===== config.mk =====
export PLATFORM = sky130hd
export DESIGN_NAME = matrix_sync_shutdown_test_ctrl
export DESIGN_NICKNAME = d
export VERILOG_FILES = /design/src/matrix_ctrl_pkg.sv /design/src/matrix_sync_shutdown_test_ctrl.sv
export SDC_FILE = /design/constraint.sdc
export NUM_CORES = 1
export LEC_CHECK = 0
export ABC_AREA = 1
export BUFFER_PORTS_ARGS = -buffer_cell sky130_fd_sc_hd__buf_2
export CAP_MARGIN = 20
export CORE_UTILIZATION = 50
export DETAILED_ROUTE_END_ITERATION = 6
export PLACE_DENSITY = 0.76
export SKIP_LAST_GASP = 1
export SLEW_MARGIN = 20
export SYNTH_ARGS = -nofsm -noshare
export SYNTH_HDL_FRONTEND = slang
export SYNTH_SLANG_ARGS = --single-unit

===== constraint.sdc =====
create_clock -name I_CLK -period 2.95 [get_ports I_CLK]
set_input_delay 0.295 -clock I_CLK [delete_from_list [all_inputs] [get_ports I_CLK]]
set_output_delay 0.295 -clock I_CLK [all_outputs]
set_load 0.02 [all_outputs]

===== src/matrix_ctrl_pkg.sv =====
// constants and state layout for the matrix sync, shutdown and test control block
package matrix_ctrl_pkg;
    // clock and scan timing
    localparam int CLK_PERIOD_NS = 8;
    localparam int SWITCH_SLOT_NS = 136000;
    localparam int SWITCH_SLOT_CYCLES = SWITCH_SLOT_NS / CLK_PERIOD_NS;
    localparam int LINE_COUNT = 12;
    localparam logic [3:0] LAST_LINE = 4'hB;
    localparam int DIV_W = 15;
    localparam logic [14:0] DIV_ONE = 15'h0001;

    // register pages and offsets
    localparam logic [1:0] PAGE_FUNCTION = 2'h3;
    localparam logic [7:0] CONFIG_OFFSET = 8'h00;
    localparam logic [7:0] PULLUP_SEL_OFFSET = 8'h0F;
    localparam logic [7:0] PULLDOWN_SEL_OFFSET = 8'h10;
    localparam logic [7:0] TEST_GATE_OFFSET = 8'hE0;
    localparam logic [7:0] ROW_HOLD_SELECT_OFFSET = 8'hE1;
    localparam logic [7:0] SINK_TRIM_OFFSET = 8'hE2;
    localparam logic [7:0] REFERENCE_OSC_TRIM_OFFSET = 8'hE3;

    // field positions
    localparam int SYNC_ROLE_MSB = 7;
    localparam int SYNC_ROLE_LSB = 6;
    localparam int SOFT_OFF_BIT_POS = 0;
    localparam int TEST_GATE_BIT_POS = 0;

    // reset values
    localparam logic [7:0] CONFIG_RESET = 8'h00;
    localparam logic [7:0] PULLUP_SEL_RESET = 8'h00;
    localparam logic [7:0] PULLDOWN_SEL_RESET = 8'h00;
    localparam logic [7:0] TEST_REG_RESET = 8'h00;
    localparam logic [7:0] READ_ZERO = 8'h00;

    // row-hold field range
    localparam logic [3:0] ROW_HOLD_FIRST = 4'h1;
    localparam logic [3:0] ROW_HOLD_LAST = 4'hC;

    typedef enum logic [1:0] {
        ROLE_OFF_A = 2'b00,
        ROLE_MASTER = 2'b01,
        ROLE_SLAVE = 2'b10,
        ROLE_OFF_B = 2'b11
    } sync_role_e;

    // register access from the serial host interface
    typedef struct packed {
        logic wr;
        logic rd;
        logic [1:0] page;
        logic [7:0] addr;
        logic [7:0] wdata;
    } reg_req_s;

    typedef struct packed {
        logic valid;
        logic [7:0] data;
    } reg_rsp_s;

    typedef struct packed {
        logic [2:0] sink_trim;
        logic [3:0] reference_trim;
        logic [3:0] oscillator_trim;
    } trim_s;

    typedef struct packed {
        logic bus_rst_meta;
        logic bus_rst_sync;
        logic hw_off_meta;
        logic hw_off_sync;
        logic sync_meta;
        logic sync_sync;
        logic sync_prev;
        logic [7:0] config_reg;
        logic [7:0] pullup_sel_reg;
        logic [7:0] pulldown_sel_reg;
        logic test_gate_bit;
        logic [3:0] row_hold_field;
        trim_s trim;
        logic [DIV_W-1:0] div_cnt;
        logic [3:0] line;
        logic tick;
        logic sync_out;
        logic sync_oe;
        logic [11:0] sw_on;
        logic [11:0] sw_pullup;
        logic [11:0] cs_on;
        logic [11:0] cs_pulldown;
        logic analog_en;
        logic host_if_reset;
        reg_rsp_s rsp;
    } state_s;
endpackage : matrix_ctrl_pkg


===== src/matrix_sync_shutdown_test_ctrl.sv =====
// sync role, de-ghost, host interface reset, shutdown and guarded test registers
// What this block does and what the host must do
// sync role 01: master, drive own sync clock onto the sync pin.
// sync role 10: slave, take sync clock from the pin and follow it.
// sync role 00 or 11: sync pin high impedance, synchronisation off.
// sync role resets to 00, so the pin starts undriven.
// separate page-3 selects for switch pull-up and sink pull-down values.
// de-ghost resistors connect only while their line is off.
// serial host interface held in reset while bus reset pin is high.
// host keeps the bus reset pin low during normal traffic.
// all registers keep their contents in both shutdown modes.
// soft-off bit at 0 switches every current source off.
// every register stays readable and writable in software shutdown.
// hardware shutdown while the hardware-off pin is low, left when high.
// function registers stay reachable during hardware shutdown.
// test gate bit 0 blocks the three test data registers, 1 allows.
// row-hold 1..12 stops scanning, holds that switch on, floats others.
// host recovery: page 3, gate 01, clear test data, gate 01 again.
// host repeats the recovery writes periodically, say every 5 seconds.
// sink trim at bits 2:0; reference trim 7:4, oscillator trim 3:0.
// host leaves the trim fields at default in normal operation.
// slave takes scan timing from the received sync clock.
// host configures all slaves before setting one master.
module matrix_sync_shutdown_test_ctrl #(
    parameter int SLOT_CYCLES = matrix_ctrl_pkg::SWITCH_SLOT_CYCLES
) (
    // clock and reset
    input wire logic I_CLK,
    input wire logic I_RESET_N,
    // pins
    input wire logic I_BUS_RESET,
    input wire logic I_HW_OFF_N,
    input wire logic I_SYNC_IN,
    output logic O_SYNC_OUT,
    output logic O_SYNC_OE,
    // register access from the serial host interface
    input matrix_ctrl_pkg::reg_req_s I_REG_REQ,
    output matrix_ctrl_pkg::reg_rsp_s O_REG_RSP,
    output logic O_HOST_IF_RESET,
    // matrix drive
    input wire logic [11:0] I_CS_REQ,
    output logic [11:0] O_SW_ON,
    output logic [11:0] O_SW_PULLUP_EN,
    output logic [11:0] O_CS_ON,
    output logic [11:0] O_CS_PULLDOWN_EN,
    output logic [7:0] O_PULLUP_SEL,
    output logic [7:0] O_PULLDOWN_SEL,
    // timing and analog control
    output logic O_SCAN_TICK,
    output logic O_ANALOG_EN,
    output matrix_ctrl_pkg::trim_s O_TRIM
);
    import matrix_ctrl_pkg::*;

    localparam logic [DIV_W-1:0] SLOT_LAST = DIV_W'(SLOT_CYCLES - 1);

    state_s state_reg;
    state_s state_next;

    sync_role_e role;
    logic host_ok;
    logic page3;
    logic test_ok;
    logic own_tick;
    logic slave_tick;
    logic hold_active;
    logic [3:0] hold_line;
    logic currents_ok;

    always_comb begin
        role = sync_role_e'(state_reg.config_reg[SYNC_ROLE_MSB:SYNC_ROLE_LSB]);
        host_ok = !state_reg.bus_rst_sync;
        page3 = (I_REG_REQ.page == PAGE_FUNCTION);
        test_ok = state_reg.test_gate_bit;
        own_tick = (state_reg.div_cnt == SLOT_LAST);
        slave_tick = state_reg.sync_sync != state_reg.sync_prev;
        hold_active = (state_reg.row_hold_field >= ROW_HOLD_FIRST) && (state_reg.row_hold_field <= ROW_HOLD_LAST);
        hold_line = state_reg.row_hold_field - ROW_HOLD_FIRST;
        currents_ok = state_reg.config_reg[SOFT_OFF_BIT_POS] && state_reg.hw_off_sync;
    end

    always_comb begin
        state_next = state_reg;
        // pin synchronisers
        state_next.bus_rst_meta = I_BUS_RESET;
        state_next.bus_rst_sync = state_reg.bus_rst_meta;
        state_next.hw_off_meta = I_HW_OFF_N;
        state_next.hw_off_sync = state_reg.hw_off_meta;
        state_next.sync_meta = I_SYNC_IN;
        state_next.sync_sync = state_reg.sync_meta;
        state_next.sync_prev = state_reg.sync_sync;

        state_next.host_if_reset = state_reg.bus_rst_sync;
        state_next.analog_en = state_reg.hw_off_sync;

        // register writes: no shutdown term gates them
        state_next.rsp.valid = 1'b0;
        if (host_ok && page3 && I_REG_REQ.wr) begin
            unique case (I_REG_REQ.addr)
                CONFIG_OFFSET: state_next.config_reg = I_REG_REQ.wdata;
                PULLUP_SEL_OFFSET: state_next.pullup_sel_reg = I_REG_REQ.wdata;
                PULLDOWN_SEL_OFFSET: state_next.pulldown_sel_reg = I_REG_REQ.wdata;
                TEST_GATE_OFFSET: state_next.test_gate_bit = I_REG_REQ.wdata[TEST_GATE_BIT_POS];
                ROW_HOLD_SELECT_OFFSET: begin
                    if (test_ok) begin
                        state_next.row_hold_field = I_REG_REQ.wdata[3:0];
                    end
                end
                SINK_TRIM_OFFSET: begin
                    if (test_ok) begin
                        state_next.trim.sink_trim = I_REG_REQ.wdata[2:0];
                    end
                end
                REFERENCE_OSC_TRIM_OFFSET: begin
                    if (test_ok) begin
                        state_next.trim.reference_trim = I_REG_REQ.wdata[7:4];
                        state_next.trim.oscillator_trim = I_REG_REQ.wdata[3:0];
                    end
                end
                default: begin
                end
            endcase
        end

        // register reads answer one cycle later; unmapped or blocked read zero
        if (host_ok && I_REG_REQ.rd) begin
            state_next.rsp.valid = 1'b1;
            state_next.rsp.data = READ_ZERO;
            if (page3) begin
                unique case (I_REG_REQ.addr)
                    CONFIG_OFFSET: state_next.rsp.data = state_reg.config_reg;
                    PULLUP_SEL_OFFSET: state_next.rsp.data = state_reg.pullup_sel_reg;
                    PULLDOWN_SEL_OFFSET: state_next.rsp.data = state_reg.pulldown_sel_reg;
                    TEST_GATE_OFFSET: state_next.rsp.data = {7'h00, state_reg.test_gate_bit};
                    ROW_HOLD_SELECT_OFFSET: begin
                        if (test_ok) begin
                            state_next.rsp.data = {4'h0, state_reg.row_hold_field};
                        end
                    end
                    SINK_TRIM_OFFSET: begin
                        if (test_ok) begin
                            state_next.rsp.data = {5'h00, state_reg.trim.sink_trim};
                        end
                    end
                    REFERENCE_OSC_TRIM_OFFSET: begin
                        if (test_ok) begin
                            state_next.rsp.data = {state_reg.trim.reference_trim, state_reg.trim.oscillator_trim};
                        end
                    end
                    default: begin
                    end
                endcase
            end
        end

        // own slot divider
        if (own_tick) begin
            state_next.div_cnt = '0;
        end else begin
            state_next.div_cnt = state_reg.div_cnt + DIV_ONE;
        end

        // sync role
        state_next.tick = own_tick;
        state_next.sync_oe = 1'b0;
        unique case (role)
            ROLE_MASTER: begin
                state_next.sync_oe = 1'b1;
                if (own_tick) begin
                    state_next.sync_out = !state_reg.sync_out;
                end
            end
            ROLE_SLAVE: begin
                state_next.tick = slave_tick;
                state_next.div_cnt = '0;
            end
            ROLE_OFF_A, ROLE_OFF_B: begin
            end
        endcase

        // scan line advance, frozen while a row is held
        if (state_next.tick && !hold_active) begin
            if (state_reg.line == LAST_LINE) begin
                state_next.line = 4'h0;
            end else begin
                state_next.line = state_reg.line + 4'h1;
            end
        end

        // switch and sink drive
        for (int i = 0; i < LINE_COUNT; i++) begin
            if (!state_reg.hw_off_sync) begin
                state_next.sw_on[i] = 1'b0;
                state_next.sw_pullup[i] = 1'b0;
            end else if (hold_active) begin
                state_next.sw_on[i] = (hold_line == 4'(i));
                state_next.sw_pullup[i] = 1'b0;
            end else begin
                state_next.sw_on[i] = (state_reg.line == 4'(i));
                state_next.sw_pullup[i] = (state_reg.line != 4'(i));
            end
            state_next.cs_on[i] = currents_ok && I_CS_REQ[i];
            state_next.cs_pulldown[i] = state_reg.hw_off_sync && !(currents_ok && I_CS_REQ[i]);
        end
    end

    always_ff @(posedge I_CLK or negedge I_RESET_N) begin
        if (!I_RESET_N) begin
            state_reg <= '0;
            state_reg.config_reg <= CONFIG_RESET;
            state_reg.pullup_sel_reg <= PULLUP_SEL_RESET;
            state_reg.pulldown_sel_reg <= PULLDOWN_SEL_RESET;
            state_reg.row_hold_field <= TEST_REG_RESET[3:0];
            state_reg.trim.sink_trim <= TEST_REG_RESET[2:0];
            state_reg.trim.reference_trim <= TEST_REG_RESET[7:4];
            state_reg.trim.oscillator_trim <= TEST_REG_RESET[3:0];
            state_reg.rsp.data <= READ_ZERO;
        end else begin
            state_reg <= state_next;
        end
    end

    assign O_SYNC_OUT = state_reg.sync_out;
    assign O_SYNC_OE = state_reg.sync_oe;
    assign O_REG_RSP = state_reg.rsp;
    assign O_HOST_IF_RESET = state_reg.host_if_reset;
    assign O_SW_ON = state_reg.sw_on;
    assign O_SW_PULLUP_EN = state_reg.sw_pullup;
    assign O_CS_ON = state_reg.cs_on;
    assign O_CS_PULLDOWN_EN = state_reg.cs_pulldown;
    assign O_PULLUP_SEL = state_reg.pullup_sel_reg;
    assign O_PULLDOWN_SEL = state_reg.pulldown_sel_reg;
    assign O_SCAN_TICK = state_reg.tick;
    assign O_ANALOG_EN = state_reg.analog_en;
    assign O_TRIM = state_reg.trim;
endmodule : matrix_sync_shutdown_test_ctrl


### After elaboration in Yosys (flattened, before gate mapping)

Cells that the tools add are included.

| operators by class | value |
|---|---|
| $lt $le $gt $ge | 2 |
| add/subtract/negate cells | 3 |
| eq/ne operators | 44 |
| multiplexer cells | 59 |
| reduce and logical (&&, ||, !) cells | 57 |

Operators with widths:

| cell | count |
|---|---|
| $pmux W8 S7 | 1 |
| $mux W1 | 50 |
| $eq A4 B3 Y1 const B | 8 |
| $eq A4 B4 Y1 const B | 8 |
| $eq A8 B8 Y1 const B | 4 |
| $logic_and A1 B1 Y1 | 30 |
| $mux W15 | 2 |
| $eq A4 B2 Y1 const B | 4 |
| $mux W8 | 2 |
| $ne A4 B3 Y1 const B | 4 |
| $ne A4 B4 Y1 const B | 4 |
| $add A15 B1 Y15 const B | 1 |
| $eq A15 B15 Y1 const B | 1 |
| $logic_not A1 Y1 | 15 |
| $reduce_and A2 Y1 | 5 |
| $mux W9 | 1 |
| $reduce_and A3 Y1 | 3 |
| $eq A4 B1 Y1 const B | 2 |
| $eq A8 B4 Y1 const B | 1 |
| $eq A8 B5 Y1 const B | 1 |
| $logic_not A4 Y1 | 2 |
| $logic_not A8 Y1 | 1 |
| $mux W4 | 2 |
| $ne A4 B2 Y1 const B | 2 |
| other kinds (10) | 11 |

| storage, ports and cells | value |
|---|---|
| input port bits | 37 |
| flip-flop bits (word level) | 128 |

### Depth between registers and ports, before layout

Gate-level depths: netlist of run 1.

| logic depth | value |
|---|---|
| depth in word-level cells | 4 |
| gate-level depth with buffers | 10 |
| mapped depth without buffers | 9 |

### Least setup slack after synthesis of run 1

OpenSTA, ideal clock, no wires.

| timing path | value |
|---|---|
| path type | register to register |
| start point | reg state_reg[92] (netlist bit) |
| end point | reg state_reg (netlist bit O_SW_ON[10]) |
| path buffers | 1 |
| slack | 1.436 ns |
| data required time | 2.877 ns |
| data arrival time | 1.442 ns |
| stages on the path, launching flop included | 10 |
| cells stage by stage | dfrtp_1 > inv_1 > ha_1 > nand3b_1 > nand2_4 > buf_6 > nand2_1 > o21ai_2 > nand3_1 > nor2_1 |

RTL lines:

| what | line | source |
|---|---|---|
| start, declared | matrix_sync_shutdown_test_ctrl.sv:57 | `state_s state_reg;` |
| start signal, assigned | matrix_sync_shutdown_test_ctrl.sv:219 | `state_reg <= state_next;` |

==> results.md, run 1 <==
- Status: complete, no violations
- Min-Delay Path Depth: 3
- DRC: 0
- Placed inst area: 6420 sq um
- Slew margin rel.: 0.543
- Fin. Hold Viols: 0
- Worst-skew pair later-pin latency: 410 ps
- Starting Density: 0.518
- Clk_skew: 6.66 ps
- Unrepaired setup endpoints after global routing: no
- Post-synth top flop: dfrtp_1
- Max FFs per register: 30
- # rows: 40
- Vias per cell: 4.81
- CTS Root Cell: clkbuf_16
- Hold Crit Class: primary input to flip-flop
- Register area share after synthesis: 0.508
- Worst Path Required: 3290 ps
- CTS Buf Count: 17
- DRT Pass-1 Iters: 4
- Crit. End Element: flip-flop
- Leakage: 3.87 nW
- Crit path max fanout: 18
- H-tree depth: 4
- GP Congestion: 0.873
- TritonCTS Sinks: 128
- Vias: 4601
- Largest net degree at the start of global routing: 57
- Die ar.: 13100 sq um
- Setup Fix Bufs, Post-CTS: 0
- Final setup violation count: 0
- Synthesized flop and latch total: 128
- I/O Buffers: 125
- Share of cells above drive strength 1: 0.244
- Pwr Density: 645 nW/um^2
- Ys async rst share: 1.00
- CTS clock-pin slew for the worst setup and hold paths: 50 ps
- Final Instance Area: 7140 sq um
- Netlist Area Pre-Place: 6300 sq um
- Core Footprint: 12200 sq um
- DRT antenna net count: 0
- Nets: 820
- Detailed Place HPWL: 9380 um
- Syn nets: 769
- Antenna violations before repair: 0
- Clock tree buffer depth: 2
- ANT cells: 0
- R2R cell count: 7
- Mapped Cells: 724
- DRT Wirelength: 12900 um
- TritonCTS clock tree: done
- Post-layout min period: 1750 ps
- First-pass GRT wire length: 21300 um
- Area delta synth->final: 13.3%
- Synthesized area per cell: 8.70 sq um
- Fin crit share: 0.593
- Syn. warnings: 0
- DIE WIDTH: 114 um
- Max Fclk: 0.572 GHz
- Max-slew violations: 0
- Most frequent cells in the layout: nand2_1, dfrtp_1, buf_2, nor2_1, inv_1
- Library cells used by synthesis: 32
- GRT Util Overall: 0.212
- CP Class: flip-flop to flip-flop
- Max cap viols: 0
- Arrival time at the worst endpoint: 2090 ps
- Drt first-iter violations: 367
- Hold buffers post-CTS: 4
- Element type at the critical path start: flip-flop
- Total gr overflow: 0
- Least-Margin Pin Slew: 685 ps
- WL/cell: 13.4 um
- Post-CTS resize count: 0
- Peak VDD IR: 0.000272 V
- Commonest non-fill, non-tap cell in the layout: nand2_1
- Vias in the first global route: 4427
- DIE HEIGHT: 114 um
- I/O pin count: 126
- Post-synth EDFFs: 0
- Setup TNS: 0 ps
## synth_stat cells (all sizes together), types with 2 or more instances
library cell | count | area share
inv | 73 | 0.043
nand3b | 5 | 0.0066
a21oi | 8 | 0.0064
ha | 8 | 0.016
nand2 | 166 | 0.10
nor3 | 6 | 0.0048
buf | 95 | 0.11
o21ai | 47 | 0.043
nand3 | 48 | 0.043
xor2 | 6 | 0.0083
xnor2 | 2 | 0.0028
clkbuf | 5 | 0.0030
nor2 | 101 | 0.071
dfrtp | 128 | 0.51
a31oi | 8 | 0.0079
nand4 | 15 | 0.015
## where the power goes
part	internal (mW)	total [mW]	switching [mW]
clock network	1.66	2.39	0.731
registers	1.83	1.89	0.0658
logic	0.111	0.322	0.211
total	3.60	4.61	1.01
## worst paths after layout
check	start	to	slack, ps
hold reg to reg	state_next[126]$_DFF_PN0_	state_next[9]$_DFF_PN0_	350
max in group asynchronous	I_RESET_N	state_reg[114]$_DFFE_PN0P_	1680
setup / recovery	state_reg[92]$_DFFE_PN0P_	O_SW_ON[5]$_DFF_PN0_	1200
setup reg to reg	state_reg[92]$_DFFE_PN0P_	O_SW_ON[5]$_DFF_PN0_	1200
hold / removal	I_CS_REQ[9]	O_CS_ON[9]$_DFF_PN0_	100
min in group asynchronous	I_RESET_N	state_reg[66]$_DFF_PN0_	450
## through the flow
stage	total power, mW	cells	hold WS [ps]	util	setup WS (ps)
finish	4.61	956	101	0.587	1200
global route	4.79	956	98.2	0.587	1050
CTS	4.65	956	84.3	0.587	1210
detailed placement	2.24	920	339	0.528	1220
global placement	2.23	920	333	0.528	1290
floorplan	2.13	724	-0.591	-	1440
## final cells by class
cell class / instances / area [sq um]
Tap cell: 168 / 210
Clock buffer: 20 / 437
Timing Repair Buffer: 132 / 691
Clock inverter: 12 / 238
Sequential cell: 128 / 3200
Multi-Input combinational cell: 423 / 2090
Inverter: 73 / 274
Fill cell: 1087 / 5020
## cells by family (layout without fill, tap and decap cells)
logic type | count (synthesis) | count (layout) | synth area share
AO/OA/AOI/OAI | 64 | 64 | 0.0582
adder cells (fa/ha/maj) | 8 | 8 | 0.0159
flip-flops | 128 | 128 | 0.508
XOR/XNOR | 8 | 8 | 0.0111
buffers and inverters | 173 | 237 | 0.160
AND/OR/NAND/NOR | 343 | 343 | 0.246
## worst max-delay path, stage by stage, from the launching register on
cell and delay (ps):
dfrtp_1 400, inv_1 150, ha_1 230, nand3b_1 170, nand2_4 130, o21ai_0 290, nand3_1 180, nor2_1 120
## per-layer routing
metal,vias to the layer above,wire length (um),GRT usage,part of all wire
met1,2136,5750,0.269,0.45
met2,147,6090,0.345,0.47
li1,2300,-,-,-
met3,18,782,0.0609,0.061
met4,0,224,0.0797,0.017
met5,-,0,0,0
No activity file was read; power rests on OpenSTA's default activity.
==> inputs of run 2 (changes only) <==
--- a/config.mk
+++ b/config.mk
@@ -10,7 +10,7 @@
 export CAP_MARGIN = 20
 export CORE_UTILIZATION = 50
 export DETAILED_ROUTE_END_ITERATION = 6
-export PLACE_DENSITY = 0.76
+export PLACE_DENSITY = 0.78
 export SKIP_LAST_GASP = 1
 export SLEW_MARGIN = 20
 export SYNTH_ARGS = -nofsm -noshare
==> constraint.sdc (replaced) <==
create_clock -name I_CLK -period 1.5 [get_ports I_CLK]
set_input_delay 0.15 -clock I_CLK [delete_from_list [all_inputs] [get_ports I_CLK]]
set_output_delay 0.15 -clock I_CLK [all_outputs]
set_load 0.02 [all_outputs]
==> results.md, run 2 (synthesis gave the netlist of run 1 again) <==
- Status: complete, but fails checks
- Failing checks: setup timing
- TritonCTS Sinks: 128
- CP max-delay cell: dfrtp_1
- Total gr overflow: 0
- Met3 Use GR: 0.0641
- Slew margin rel.: 0.708
- Post-layout min period: 1560 ps
- Leakage: 4.17 nW
- ANT cells: 0
- Most frequent cells in the layout: nand2_1, dfrtp_1, buf_2, nor2_1, inv_1
- CP Class: flip-flop to flip-flop
- Worst Path Required: 1800 ps
- Global route hottest layer: met2
- # rows: 40
- Vias per cell: 4.81
- Worst-skew pair later-pin latency: 420 ps
- Hold Crit Class: primary input to flip-flop
- Place WS: -130 ps
- DRC: 0
- GRT Util Overall: 0.219
- Drt first-iter violations: 276
- CTS Root Cell: clkbuf_16
- Vias in the first global route: 4648
- CTS clock-pin slew for the worst setup and hold paths: 50 ps
- Least-Margin Pin Slew: 437 ps
- Vias: 4851
- Area delta synth->final: 23.5%
- DRT Wirelength: 13500 um
- WP buf/inv: 2
- Setup slack after layout: -63.0 ps
- Crit. End Element: flip-flop
- Largest net degree at the start of global routing: 44
- Non-Filler Instances: 1008
- Fin. Hold Viols: 0
- DRT antenna net count: 0
- Worst hold slack: 40.3 ps
- Clock tree buffer depth: 2
- Arrival time at the worst endpoint: 1870 ps
- WL/cell: 13.4 um
- TritonCTS clock tree: done
- Max-slew violations: 0
- I/O pin count: 126
- Crit path max-delay family: simple AND/OR/NAND/NOR gates
- DIE HEIGHT: 114 um
- DRT Pass-1 Iters: 4
- Placed cells: 947
- Max cap viols: 0
- Core Footprint: 12200 sq um
- Fin crit share: 1.04
- Final setup violation count: 22
- Clk_skew: 6.98 ps
- Starting Density: 0.518
- Pwr Density: 1130 nW/um^2
- Worst path max stage delay: 360 ps
- First-pass GRT wire length: 22000 um
- Final Util: 0.640
- H-tree depth: 4
- CTS Buf Count: 17
- GP Congestion: 0.843
- Crit path max fanout: 8
- Element type at the critical path start: flip-flop
- Unrepaired setup endpoints after global routing: yes
- Max Fclk: 0.640 GHz
- Share of cells above drive strength 1: 0.314
- DIE WIDTH: 114 um
- Antenna violations before repair: 0
- Detailed Place HPWL: 9520 um
- Nets: 873
- Critical path cell sequence: inv_2 > ha_4 > nand3b_1 > nand2_4 > inv_2 > nand2_4 > nand2_2 > nand2_2 > nor2_1
- Met1 Usage GRT: 0.264
- Commonest non-fill, non-tap cell in the layout: nand2_1
- Peak VDD IR: 0.000670 V
- Die ar.: 13100 sq um
- I/O Buffers: 125
- Met2 GRT Util: 0.359
- Max FFs per register: 30
## run 2: report_power, final
group | switching (mW) | internal (mW)
sequential | 0.150 | 3.59
combinational | 0.478 | 0.332
clock | 1.42 | 2.85
## run 2: through the flow
stage | instance area, sq um | power [mW] | TNS (ps)
3_3_place_gp | 6660 | 4.44 | -20.6
6_report | 7780 | 8.82 | -889
3_5_place_dp | 6660 | 4.46 | -1050
5_1_grt | 7780 | 9.16 | -3710
4_1_cts | 7560 | 8.79 | -7.00
2_1_floorplan | 6300 | 4.19 | 0
## run 2: path summary, 6_finish.rpt
check | startpoint | to | slack [ps] | cells after the start
max | state_reg[93]$_DFFE_PN0P_ | O_SW_ON[4]$_DFF_PN0_ | -60 | 9
min | I_REG_REQ[7] | O_TRIM[7]$_DFFE_PN0P_ | 40 | 3
max reg2reg | state_reg[93]$_DFFE_PN0P_ | O_SW_ON[4]$_DFF_PN0_ | -60 | 9
min reg2reg | state_next[122]$_DFF_PN0_ | state_next[121]$_DFF_PN0_ | 350 | 0
max in group asynchronous | I_RESET_N | O_PULLDOWN_SEL[3]$_DFFE_PN0P_ | 710 | 3
min in group asynchronous | I_RESET_N | state_reg[75]$_DFF_PN0_ | 190 | 2
## run 2: layer usage
| layer | wire length (um) | up-vias |
|---|---|---|
| li1 | - | 2420 |
| met1 | 5740 | 2246 |
| met2 | 6550 | 150 |
| met3 | 831 | 35 |
| met4 | 387 | 0 |
| met5 | 0 | - |
## run 2: area by class of cell
type / count / area, sq um
Fill cell: 1028 / 4380
Sequential cell: 128 / 3200
Multi-Input combinational cell: 424 / 2310
Timing Repair Buffer: 184 / 1150
Clock buffer: 21 / 460
Inverter: 73 / 277
Tap cell: 168 / 210
Clock inverter: 10 / 160
## run 2: tightest hold or removal path, stage by stage
cell,delay (ps)
buf_2,70
inv_1,70
o21ai_2,130
## run 2: repair_timing
item | in CTS | in global routing
hold buffers | 21 | 0
setup endpoints to repair | 20 | 34
gates resized for setup | 12 | 42
endpoints found under the hold margin | 108 | 0
cloned | 1 | 0
buffers inserted | 4 | 5
pin swaps | 7 | 9
